--- config.mk ---
export PLATFORM = sky130hd
export DESIGN_NAME = apf_monitor
export DESIGN_NICKNAME = d
export VERILOG_FILES = /design/src/logic/apf_pkg.sv /design/src/logic/apf_monitor.sv
export SDC_FILE = /design/constraint.sdc
export NUM_CORES = 1
export LEC_CHECK = 0
export BUFFER_PORTS_ARGS = -buffer_cell sky130_fd_sc_hd__buf_2
export CAP_MARGIN = 20
export CORE_UTILIZATION = 45
export DETAILED_ROUTE_END_ITERATION = 12
export HOLD_SLACK_MARGIN = 0.06
export PLACE_DENSITY = 0.61
export SYNTH_ARGS = -nofsm -noshare
export SYNTH_HDL_FRONTEND = slang
export SYNTH_SLANG_ARGS = --single-unit
--- constraint.sdc ---
create_clock -name clk_i -period 5.4 [get_ports clk_i]
set_input_delay 0.27 -clock clk_i [delete_from_list [all_inputs] [get_ports clk_i]]
set_output_delay 0.27 -clock clk_i [all_outputs]
set_load 0.05 [all_outputs]
--- src/logic/apf_pkg.sv ---
package apf_pkg;
  // Clock and timing
  localparam int CLK_PERIOD_PS = 25000;        // 40 MHz system clock
  localparam int OC_STOP_MIN_US = 200;         // Earliest overcurrent stop
  localparam int OC_STOP_MAX_US = 390;         // Latest overcurrent stop
  // Least time rounds up to whole cycles
  localparam int OC_STOP_CYCLES =
    (OC_STOP_MIN_US * 1000000 + CLK_PERIOD_PS - 1) / CLK_PERIOD_PS;
  localparam int PWM_PERIOD_CYCLES = 100;      // Default 400 kHz switching
  localparam int NUM_CH = 4;                   // Amplifier channels

  // Register offsets
  localparam logic [7:0] FAULT_STATUS_ADDR = 8'h02;
  localparam logic [7:0] SUPPLY_STATUS_ADDR = 8'h03;
  localparam logic [7:0] THERMAL_WARNING_STATUS_ADDR = 8'h04;
  localparam logic [7:0] DC_CONTROL_ADDR = 8'h05;
  localparam logic [7:0] WARN_PIN_FUNCTION_SELECT_ADDR = 8'h0a;
  localparam logic [7:0] CHANNEL_PLAY_CONTROL_ADDR = 8'h0c;
  localparam logic [7:0] TWEETER_CONTROL_ADDR = 8'h0d;

  // Field positions
  localparam int THERM_WARN_LSB = 5;           // Warning levels in 7:5
  localparam int SUP_LOW_PWR = 0;              // Power-stage undervoltage
  localparam int SUP_LOW_ANA = 1;              // Analog undervoltage
  localparam int SUP_LOW_PUMP = 2;             // Charge-pump undervoltage
  localparam int SUP_HIGH = 3;                 // Power-stage overvoltage
  localparam int SUP_TSD = 4;                  // Thermal shutdown
  localparam int DC_SD_EN_BIT = 0;             // Dc shutdown enable
  localparam int DC_TIME_LSB = 1;              // Dc duration in 7:1

  // Reset values
  localparam logic [7:0] PLAY_RESET = 8'h00;
  localparam logic [7:0] DC_CONTROL_RESET = 8'h20;
  localparam logic [7:0] TWEETER_RESET = 8'h00;

  // Shared pin functions
  typedef enum logic [1:0] {
    APF_CW_CLIP,
    APF_CW_WARN,
    APF_CW_BOTH,
    APF_CW_TWEETER
  } apf_cw_mode_e;
  localparam apf_cw_mode_e CW_MODE_RESET = APF_CW_WARN;
endpackage : apf_pkg

--- src/logic/apf_monitor.sv ---
`timescale 1ns/1ps
module apf_monitor #(
  parameter int OC_STOP_DELAY = apf_pkg::OC_STOP_CYCLES,
  parameter int PWM_DIV = apf_pkg::PWM_PERIOD_CYCLES
) (
  input wire logic clk_i,
  input wire logic reset_i,
  input wire logic por_i,
  input wire logic [7:0] reg_addr_i,
  input wire logic [7:0] reg_wdata_i,
  input wire logic reg_wr_i,
  input wire logic [apf_pkg::NUM_CH-1:0] avg_limit_i,
  input wire logic [apf_pkg::NUM_CH-1:0] peak_limit_i,
  input wire logic [apf_pkg::NUM_CH-1:0] severe_oc_i,
  input wire logic [apf_pkg::NUM_CH-1:0] dc_offset_i,
  input wire logic [apf_pkg::NUM_CH-1:0] full_duty_i,
  input wire logic [apf_pkg::NUM_CH-1:0] tweeter_current_i,
  input wire logic [2:0] overtemp_warning_i,
  input wire logic thermal_shutdown_i,
  input wire logic low_power_stage_i,
  input wire logic low_analog_i,
  input wire logic low_charge_pump_i,
  input wire logic high_supply_detect_i,
  output logic [7:0] reg_rdata_o,
  output logic port_hiz_o,
  output logic [apf_pkg::NUM_CH-1:0] ch_hiz_o,
  output logic [apf_pkg::NUM_CH-1:0] pulse_cut_o,
  output logic [1:0] gain_fold_o,
  output logic fault_pin_out_o,
  output logic fault_pin_oe_n_o,
  output logic clip_warn_pin_out_o,
  output logic clip_warn_pin_oe_n_o
);
  import apf_pkg::*;

  localparam int OCW = $clog2(OC_STOP_DELAY + 1);
  localparam int PWW = $clog2(PWM_DIV + 1);
  localparam logic [OCW-1:0] OC_LAST = OCW'(OC_STOP_DELAY - 1);
  localparam logic [PWW-1:0] PW_LAST = PWW'(PWM_DIV - 1);

  // Configuration written by the host
  logic [NUM_CH-1:0] play;             // Channel play requests
  logic [NUM_CH-1:0] tweeter_en;       // Channels in tweeter mode
  logic [7:0] dc_control;              // Shutdown enable and duration
  apf_cw_mode_e cw_mode;               // Shared pin function
  // Recorded faults
  logic [NUM_CH-1:0] oc_fault;         // Overcurrent stops
  logic [NUM_CH-1:0] dc_fault;         // Dc detect triggers
  logic [4:0] supply_fault;            // Supply and thermal records
  // Timing
  logic [PWW-1:0] pwm_div;             // Switching period divider
  logic pwm_tick;                      // One pulse per PWM period
  logic [PWW-1:0] tw_hold;             // Tweeter low-pulse stretch
  logic tw_low;                        // Tweeter report active

  logic wr_fault, wr_supply;           // Write-one-to-clear strobes
  logic cfg_clear;                     // Configuration lost on reset
  logic dc_sd_en;
  logic [6:0] dc_time;
  logic [NUM_CH-1:0] dc_stop;          // Dc triggers that stop a channel
  logic [4:0] supply_now;              // Live supply conditions
  logic any_fault;
  logic tw_hit;

  assign wr_fault = reg_wr_i && reg_addr_i == FAULT_STATUS_ADDR;
  assign wr_supply = reg_wr_i && reg_addr_i == SUPPLY_STATUS_ADDR;
  assign cfg_clear = por_i;
  assign dc_sd_en = dc_control[DC_SD_EN_BIT];
  assign dc_time = dc_control[7:DC_TIME_LSB];
  assign dc_stop = dc_fault & {NUM_CH{dc_sd_en}};
  assign supply_now = {thermal_shutdown_i, high_supply_detect_i,
                       low_charge_pump_i, low_analog_i, low_power_stage_i};

  // Decode of the register write target
  function automatic logic wr_hit(input logic [7:0] addr,
                                  input logic [7:0] target);
    wr_hit = addr == target;
  endfunction : wr_hit

  // Host configuration; wiped again by power-on reset
  always_ff @(posedge clk_i or posedge reset_i) begin
    if (reset_i) begin
      play <= PLAY_RESET[NUM_CH-1:0];
      tweeter_en <= TWEETER_RESET[NUM_CH-1:0];
      dc_control <= DC_CONTROL_RESET;
      cw_mode <= CW_MODE_RESET;
    end else if (cfg_clear) begin
      play <= PLAY_RESET[NUM_CH-1:0];
      tweeter_en <= TWEETER_RESET[NUM_CH-1:0];
      dc_control <= DC_CONTROL_RESET;
      cw_mode <= CW_MODE_RESET;
    end else if (reg_wr_i) begin
      // Play bits enable channels; a stopped channel restarts when its fault record is cleared
      if (wr_hit(reg_addr_i, CHANNEL_PLAY_CONTROL_ADDR)) begin
        play <= reg_wdata_i[NUM_CH-1:0];
      end
      if (wr_hit(reg_addr_i, TWEETER_CONTROL_ADDR)) begin
        tweeter_en <= reg_wdata_i[NUM_CH-1:0];
      end
      if (wr_hit(reg_addr_i, DC_CONTROL_ADDR)) begin
        dc_control <= reg_wdata_i;
      end
      if (wr_hit(reg_addr_i, WARN_PIN_FUNCTION_SELECT_ADDR)) begin
        cw_mode <= apf_cw_mode_e'(reg_wdata_i[1:0]);
      end
    end
  end

  // PWM period divider gives the slow timing enable
  always_ff @(posedge clk_i or posedge reset_i) begin
    if (reset_i) begin
      pwm_div <= '0;
      pwm_tick <= 1'b0;
    end else begin
      pwm_tick <= pwm_div == PW_LAST;
      pwm_div <= (pwm_div == PW_LAST) ? '0 : pwm_div + 1'b1;
    end
  end

  // Per-channel overcurrent and dc detectors
  genvar ch;
  generate
    for (ch = 0; ch < NUM_CH; ch++) begin : g_ch
      logic [OCW-1:0] oc_count;        // Time the short has persisted
      logic [6:0] dc_count;            // PWM periods of dc offset

      // Short must last the least stop time; a brief peak only limits
      always_ff @(posedge clk_i or posedge reset_i) begin
        if (reset_i) begin
          oc_count <= '0;
        end else if (!severe_oc_i[ch] || oc_fault[ch]) begin
          oc_count <= '0;
        end else if (oc_count != OC_LAST) begin
          oc_count <= oc_count + 1'b1;
        end
      end

      // Stop record; a new short beats a clear in the same cycle
      always_ff @(posedge clk_i or posedge reset_i) begin
        if (reset_i) begin
          oc_fault[ch] <= 1'b0;
        end else if (severe_oc_i[ch] && oc_count == OC_LAST) begin
          oc_fault[ch] <= 1'b1;
        end else if (wr_fault && reg_wdata_i[ch]) begin
          oc_fault[ch] <= 1'b0;
        end
      end

      // Dc offset counted only while the channel plays
      always_ff @(posedge clk_i or posedge reset_i) begin
        if (reset_i) begin
          dc_count <= '0;
        end else if (!dc_offset_i[ch] || ch_hiz_o[ch]) begin
          dc_count <= '0;
        // Stops at the duration, so a shorter one written later acts at once
        end else if (pwm_tick && dc_count < dc_time) begin
          dc_count <= dc_count + 1'b1;
        end
      end

      // Dc trigger record, set wins over clear
      always_ff @(posedge clk_i or posedge reset_i) begin
        if (reset_i) begin
          dc_fault[ch] <= 1'b0;
        end else if (dc_offset_i[ch] && !ch_hiz_o[ch]
                     && dc_count >= dc_time) begin
          dc_fault[ch] <= 1'b1;
        end else if (wr_fault && reg_wdata_i[NUM_CH + ch]) begin
          dc_fault[ch] <= 1'b0;
        end
      end
    end
  endgenerate

  // Supply and thermal records hold while the condition is live
  always_ff @(posedge clk_i or posedge reset_i) begin
    if (reset_i) begin
      supply_fault <= '0;
    end else begin
      // Clear only takes once the condition has gone
      supply_fault <= supply_now
                    | (supply_fault
                       & ~({5{wr_supply}} & reg_wdata_i[4:0]));
    end
  end

  assign any_fault = |oc_fault || |dc_stop || |supply_fault;

  // Fault pin, active low open drain
  always_ff @(posedge clk_i or posedge reset_i) begin
    if (reset_i) begin
      fault_pin_out_o <= 1'b0;
      fault_pin_oe_n_o <= 1'b1;
    end else begin
      fault_pin_out_o <= 1'b0;
      fault_pin_oe_n_o <= !(any_fault || |supply_now);
    end
  end

  // Live conditions bypass the records so outputs float at once
  always_ff @(posedge clk_i or posedge reset_i) begin
    if (reset_i) begin
      ch_hiz_o <= '1;
    end else begin
      ch_hiz_o <= ~play | oc_fault | dc_stop
                | {NUM_CH{|supply_now || |supply_fault}};
    end
  end

  // Pulse termination never stops the channel
  always_ff @(posedge clk_i or posedge reset_i) begin
    if (reset_i) begin
      pulse_cut_o <= '0;
    end else begin
      pulse_cut_o <= avg_limit_i | peak_limit_i;
    end
  end

  // Foldback steps gain down one notch per warning level
  always_ff @(posedge clk_i or posedge reset_i) begin
    if (reset_i) begin
      gain_fold_o <= '0;
    end else begin
      gain_fold_o <= 2'(overtemp_warning_i[0])
                   + 2'(overtemp_warning_i[1])
                   + 2'(overtemp_warning_i[2]);
    end
  end

  // Tweeter detection on channels under test that play
  assign tw_hit = |(tweeter_current_i & tweeter_en & play);

  // Low while over threshold, and at least a switching period
  always_ff @(posedge clk_i or posedge reset_i) begin
    if (reset_i) begin
      tw_hold <= '0;
      tw_low <= 1'b0;
    end else if (tw_hit && !tw_low) begin
      tw_low <= 1'b1;
      tw_hold <= PW_LAST;
    end else if (tw_hold != '0) begin
      tw_hold <= tw_hold - 1'b1;
    end else begin
      tw_low <= tw_hit;
    end
  end

  // Shared clip and warning pin, active low open drain
  always_ff @(posedge clk_i or posedge reset_i) begin
    if (reset_i) begin
      clip_warn_pin_out_o <= 1'b0;
      clip_warn_pin_oe_n_o <= 1'b1;
    end else begin
      clip_warn_pin_out_o <= 1'b0;
      case (cw_mode)
        APF_CW_CLIP: clip_warn_pin_oe_n_o <= !(|full_duty_i);
        APF_CW_WARN: clip_warn_pin_oe_n_o <= !overtemp_warning_i[0];
        APF_CW_BOTH: clip_warn_pin_oe_n_o <=
          !(|full_duty_i || overtemp_warning_i[0]);
        APF_CW_TWEETER: clip_warn_pin_oe_n_o <= !tw_low;
        default: clip_warn_pin_oe_n_o <= 1'b1;
      endcase
    end
  end

  // Control port floats during power-on reset
  always_ff @(posedge clk_i or posedge reset_i) begin
    if (reset_i) begin
      port_hiz_o <= 1'b1;
    end else begin
      port_hiz_o <= por_i;
    end
  end

  // Read data registered one cycle after the address
  always_ff @(posedge clk_i or posedge reset_i) begin
    if (reset_i) begin
      reg_rdata_o <= '0;
    end else begin
      case (reg_addr_i)
        FAULT_STATUS_ADDR: reg_rdata_o <= {dc_fault, oc_fault};
        SUPPLY_STATUS_ADDR: reg_rdata_o <= {3'h0, supply_fault};
        THERMAL_WARNING_STATUS_ADDR:
          reg_rdata_o <= {overtemp_warning_i, 5'h00};
        DC_CONTROL_ADDR: reg_rdata_o <= dc_control;
        WARN_PIN_FUNCTION_SELECT_ADDR: reg_rdata_o <= {6'h00, cw_mode};
        CHANNEL_PLAY_CONTROL_ADDR: reg_rdata_o <= {4'h0, play};
        TWEETER_CONTROL_ADDR: reg_rdata_o <= {4'h0, tweeter_en};
        default: reg_rdata_o <= 8'h00;
      endcase
    end
  end
endmodule : apf_monitor

==> results of run 1 <==
## timing repair
item | CTS | global route
gates resized for setup | 0 | 0
hold buffers | 12 | 0
endpoints found under the hold margin | 75 | 0
## final cells by class
| type | count | area [µm²] |
|---|---|---|
| fill | 1555 | 8010 |
| clock inverter | 10 | 156 |
| inverter | 31 | 121 |
| multi-input combinational | 629 | 4120 |
| clock buffer | 22 | 464 |
| timing repair buffer | 86 | 495 |
| tap | 225 | 282 |
| sequential | 148 | 3710 |
## kinds of logic after synthesis
group           share of synthesized area [%]
flops                                    46.2
compound gates                           14.3
fa+ha+maj                                6.32
buf+inv                                  2.69
mux                                      4.02
simple gates                             22.9
xor+xnor                                 3.49
other cells                            0.0466
## synth_stat cells (all sizes together) (2+ instances only)
cell | count | area (µm²)
dfrtp | 139 | 3480
nand2 | 74 | 278
nor2 | 59 | 221
a21oi | 58 | 290
nand3 | 47 | 235
o21ai | 40 | 200
ha | 39 | 488
inv | 30 | 113
mux2i | 30 | 300
nor4 | 30 | 236
nand2b | 28 | 175
xnor2 | 27 | 236
nor3 | 23 | 126
or4 | 21 | 161
clkbuf | 16 | 61.3
a21o | 14 | 105
nand4 | 13 | 81.3
o31ai | 12 | 90.1
nor2b | 10 | 62.6
dfstp | 9 | 236
a31oi | 8 | 50.1
o211ai | 8 | 60.1
or3 | 8 | 50.1
a211oi | 6 | 45.0
buf | 6 | 38.8
and3 | 5 | 31.3
nand3b | 5 | 37.5
nand4b | 5 | 43.8
o2bb2ai | 5 | 43.8
or3b | 5 | 43.8
xor2 | 5 | 43.8
o311ai | 4 | 35.0
o41ai | 4 | 35.0
or2 | 4 | 25.0
a221oi | 3 | 26.3
a22o | 3 | 26.3
a22oi | 3 | 22.5
and2 | 3 | 18.8
a2111o | 2 | 22.5
a21boi | 2 | 15.0
mux2 | 2 | 22.5
## report_power, final
group	leakage (nW)	switching, W	internal, W	total [W]
clock network	0.304	0.000450	0.000795	0.00125
logic	1.50	0.0000969	0.0000394	0.000136
registers	1.94	0.00000861	0.00112	0.00113
total	3.75	0.000556	0.00196	0.00251
## critical path: cells and delay by family (launching register included)
family / cells / cell delay (ns)
compound gates: 3 / 0.66
fa+ha+maj: 1 / 0.34
buf+inv: 1 / 0.13
flops: 1 / 0.53
simple gates: 1 / 0.56
## final timing paths
kind | slack (ns) | cells past startpoint | endpoint | from
setup / recovery | 3.10 | 6 | g_ch[0].dc_count[3] | dc_control[5]
hold / removal | 0.08 | 2 | supply_fault[4] | thermal_shutdown_i
setup reg to reg | 3.10 | 6 | g_ch[0].dc_count[3] | dc_control[5]
hold reg to reg | 0.49 | 1 | g_ch[1].oc_count[5] | g_ch[1].oc_count[5]
max in group asynchronous | 3.60 | 4 | g_ch[2].dc_count[5] | reset_i
min in group asynchronous | 0.53 | 3 | pulse_cut_o[3] | reset_i
## through the flow
stage / util [%] / setup WS [ns] / power (W) / std cells / cell area (µm²)
6_report: 53.9 / 3.10 / 0.00251 / 1151 / 9350
2_1_floorplan: - / 1.17 / 0.00123 / 830 / 8040
5_1_grt: 53.9 / 2.90 / 0.00261 / 1151 / 9350
4_1_cts: 53.9 / 3.09 / 0.00254 / 1151 / 9350
3_5_place_dp: 49.6 / 3.10 / 0.00128 / 1107 / 8610
3_3_place_gp: 49.6 / 3.20 / 0.00128 / 1107 / 8610
## registers in the layout, indices dropped and copies added (netlist names), 4 cells and up
signal         flops
play               4
g_ch.dc_count     28
tw_hold            7
ch_hiz_o           4
oc_fault           4
dc_control         8
pwm_div            7
g_ch.oc_count     52
supply_fault       5
pulse_cut_o        4
dc_fault           4
reg_rdata_o        8
tweeter_en         4
## layer usage
metal | global-route usage [%] | wire length (µm)
met4 | 5.12 | 191
met2 | 33.4 | 8620
met5 | 0 | 0
met1 | 31.1 | 9110
met3 | 5.01 | 925
## cells in the final DEF (no fill, tap or decap), types with 20 or more instances in the layout
cell	n
a21oi_1	58
xnor2_1	27
nand3_1	47
inv_1	29
o21ai_0	40
mux2i_1	30
dfrtp_1	139
or4_1	20
buf_2	72
nand2_1	74
nand2b_1	28
ha_1	39
nor2_1	59
nor4_1	24
nor3_1	22
==> flow_summary.ini, run 1 <==
[sta]
setup_viol = 0
finClkSkew_ns = 0.00661
worst_slew_pin_slew_ns = 0.948
holdWs_ns = 0.0790
rsz0062_at_grt = false
setup-tns-final_ns = 0
drv_slew = 0
hold_violations = 0
finalCriticalPeriod_ns = 2.30
fmax_mhz = 435
maxSlewHeadroom_pct = 36.2
post-route-period-util_pct = 42.6

[cells_and_area]
area_growth_pct = 16.3
antenna_cells = 0
drive_above_1_share_pct = 14.4
nets = 1005

[critical_path]
required_ns = 5.74
cpMaxStageDelayCell = or4_1
cp.arrival_ns = 2.64
crit_chain = inv_1 -> ha_1 -> a21oi_1 -> o211ai_1 -> or4_1 -> a21oi_1
startpoint_type = register
critPathCaptureType = register
path_class = register to register
path_common_cell = a21oi_1
path_max_fanout = 12
slowest_delay_ns = 0.56

[yosys]
yosysSeqAreaShare_pct = 46.2
synth_enable_flop_cells = 0
synth_warnings = 0
yosysUniqueCellTypes = 63
synthFlopType = dfrtp_1
synthCells = 829
ys_ff_latch = 148
syn-cell-area_um2 = 8040
synth_async_sr_flop_share_pct = 100
avgSynthCellArea_um2 = 9.70

[pwr]
p_per_area_nw_per_um2 = 269
leakage_nw = 3.75
irDropWorstVdd_mv = 0.242

[run]
max_cap_violations = 0

[placed_design]
dpl.hpwl_um = 13400
portBuffers = 72
place.gp.congestion = 0.802

[clock_tree]
cts_root_buffer = clkbuf_16
numClockSinks = 148
numCtsBuffers = 17
clk_pin_slew_worst_paths_ns = 0.06
clk_latency_ns = 0.42
cts_max_level = 4
cts_tree = done
post_cts_buffers = 0
clockBufferDepth = 2

[grt]
antenna_found_initial = 0
grt_overflow = 0
track_usage_pct = 21.8
grt_pass1_wl_um = 31200
grt_max_degree = 88
grt_pass1_vias = 6013

[route]
postRouteAntennaNets = 0
initialDrtViolationCount = 432
drc_errors = 0
drt_pass1_iterations = 5
wl_per_cell_um = 16.4
wl_um = 18800
vias = 6476
via_per_inst = 5.63

[die]
die_x_um = 136
coreArea_um2 = 17400
die_y_um = 136
start_util_pct = 46.3
dieArea_um2 = 18400
fp-row-count = 48
pin_count = 75

[status]
status = completed

[worst_hold_path]
hp-class = input pin to register
Power figures use the tool's default switching activity.
==> run 2: changes to the inputs <==
--- a/config.mk
+++ b/config.mk
@@ -10,7 +10,7 @@
 export CORE_UTILIZATION = 45
 export DETAILED_ROUTE_END_ITERATION = 12
 export HOLD_SLACK_MARGIN = 0.06
-export PLACE_DENSITY = 0.61
+export PLACE_DENSITY = 0.64
 export SYNTH_ARGS = -nofsm -noshare
 export SYNTH_HDL_FRONTEND = slang
 export SYNTH_SLANG_ARGS = --single-unit
==> constraint.sdc (replaced) <==
create_clock -name clk_i -period 2.1 [get_ports clk_i]
set_input_delay 0.105 -clock clk_i [delete_from_list [all_inputs] [get_ports clk_i]]
set_output_delay 0.105 -clock clk_i [all_outputs]
set_load 0.05 [all_outputs]
==> run 2 against run 1 <==
  * The run now ends with negative setup slack left
  * Maximum frequency rose by 2.7%
  * Via count is 6.7% higher
  * Sequential share of layout area decreased by 4.2 points
  * Setup slack worse by 3.2 ns
  * Total power grew to 2.5 times the previous value
  * Final area grew 12%
  * First-iteration DRC count shrank 13%
  * Critical path depth up 1
  * Combinational power increased to 3.0 times the previous value
  * Critical endpoint is now g_ch[2].dc_count[3]
  * Largest power group unchanged
  * Highest routed layer unchanged
==> flow_summary.ini, run 2 (synthesis results as in run 1) <==
[route]
wl_um = 20000
drc_errors = 0
drt_pass1_iterations = 5
postRouteAntennaNets = 0
via_per_inst = 5.59
initialDrtViolationCount = 376
wl_per_cell_um = 16.2
vias = 6910

[placed_design]
dpl.hpwl_um = 13600
place.gp.congestion = 0.815
pre_cts_ws_ns = -0.129
portBuffers = 72

[sta]
worst_slew_pin_slew_ns = 0.790
finalWorstSetupSlack_ns = -0.140
drv_slew = 0
fmax_mhz = 446
setup-tns-final_ns = -1.05
hold_violations = 0
setup_viol = 21
finClkSkew_ns = 0.00463
rsz0062_at_grt = true
maxSlewHeadroom_pct = 47.2
post-route-period-util_pct = 107
finalCriticalPeriod_ns = 2.24

[pwr]
leakage_nw = 4.15
finalPower_w = 0.00636
irDropWorstVdd_mv = 0.582
p_per_area_nw_per_um2 = 608

[die]
die_y_um = 136
start_util_pct = 46.3
die_x_um = 136
fp-row-count = 48
pin_count = 75
coreArea_um2 = 17400
dieArea_um2 = 18400

[cells_and_area]
largest_reg_flops = 52
final_cell_mix = dfrtp_1 (139), buf_2 (75), nand2_1 (73)
final_common_cell = dfrtp_1
largestRegisters = g_ch.oc_count: 52 flops, g_ch.dc_count: 28 flops
area_growth_pct = 30.1
n_fill_cell = 1472
antenna_cells = 0
max_flop_register = g_ch.oc_count
seqCellArea_um2 = 3710
multiInputGateArea_um2 = 4480
drive_above_1_share_pct = 23.3
nets = 1090

[worst_hold_path]
hp-class = input pin to register
worstHoldStart = reg_wdata_i[1]

[status]
status = complete, but fails checks
violations = negative setup slack

[critical_path]
startpoint_type = register
path_class = register to register
critPathCaptureType = register
r2r_start = dc_control[5]
required_ns = 2.44
path_max_fanout = 6
cp.arrival_ns = 2.58
crit_start = dc_control[5]
crit_chain = clkinvlp_4 -> ha_4 -> a21oi_4 -> o211ai_1 -> buf_4 -> or4_4 -> a21oi_2
slowest_delay_ns = 0.55
cpMaxStageDelayCell = dfstp_2
path_buf_inv = 2
cp_top_family = flip-flops

[grt]
grt_pass1_vias = 6354
grt_overflow = 0
grt_pass1_wl_um = 31400
antenna_found_initial = 0
track_usage_pct = 21.9
grt_max_degree = 36

[clock_tree]
cts_max_level = 4
numCtsBuffers = 17
clockBufferDepth = 2
cts_root_buffer = clkbuf_16
numClockSinks = 148
clk_latency_ns = 0.42
cts_tree = done
clk_pin_slew_worst_paths_ns = 0.06

[run]
max_cap_violations = 0
==> run 2: cell count changes in the layout (fill, tap and decap cells not counted), sizes merged <==
cell	previous run	this run
buf	74	128
dlygate4sd3	12	43
clkinvlp	1	4
inv	30	28
bufinv	4	3
clkbuf	22	23
clkinv	6	5
==> run 2: metrics by stage <==
stage,util (%),cell area [µm²],hold slack (ns),cells
after global routing,60.3,10500,0.0718,1236
after global placement,51.3,8910,0.292,1140
after CTS,57.5,9980,0.0622,1218
after floorplan,-,8050,0.109,830
after detailed placement,51.3,8910,0.294,1140
final,60.3,10500,0.0792,1236
==> run 2: worst min-delay path, stage by stage <==
cell and delay, ns:
buf_2 0.16, mux2i_1 0.14, nor2_1 0.05
==> run 2: where the power goes <==
group	internal, W	switching [W]
combinational	0.000149	0.000261
clock	0.00190	0.00114
sequential	0.00289	0.0000221
==> run 2: final cells by class <==
| type | count | share of cell area, % |
|---|---|---|
| repair buffers | 171 | 12.2 |
| clock inverters | 9 | 1.23 |
| flip-flops and latches | 148 | 35.5 |
| inverters | 31 | 1.18 |
| well taps | 225 | 2.69 |
| clock buffers | 23 | 4.38 |
| multi-input cells | 629 | 42.8 |
==> run 2: routing by layer <==
layer	vias up	track usage (%)	part of all wire, %
met3	12	4.49	4.7
met4	0	4.99	0.73
met5	-	0	0
met1	3337	30.1	46
met2	169	35.2	48
li1	3392	-	-
==> run 2: worst paths after layout <==
path	endpoint	slack, ns	cells past startpoint
max	g_ch[2].dc_count[3]	-0.14	7
min	tweeter_en[1]	0.08	3
max reg2reg	g_ch[2].dc_count[3]	-0.14	7
min reg2reg	pwm_div[0]	0.49	1
max in group asynchronous	dc_control[5]	1.01	4
min in group asynchronous	g_ch[3].oc_count[11]	0.39	3
==> run 2: repair_timing <==
item / 4_1_cts / 5_1_grt
cloned: 0 / 3
endpoints found under the setup margin: 19 / 28
buffers inserted: 3 / 15
pin swaps: 7 / 39
endpoints found under the hold margin: 66 / 0
gates resized for setup: 8 / 69
hold buffers: 43 / 0
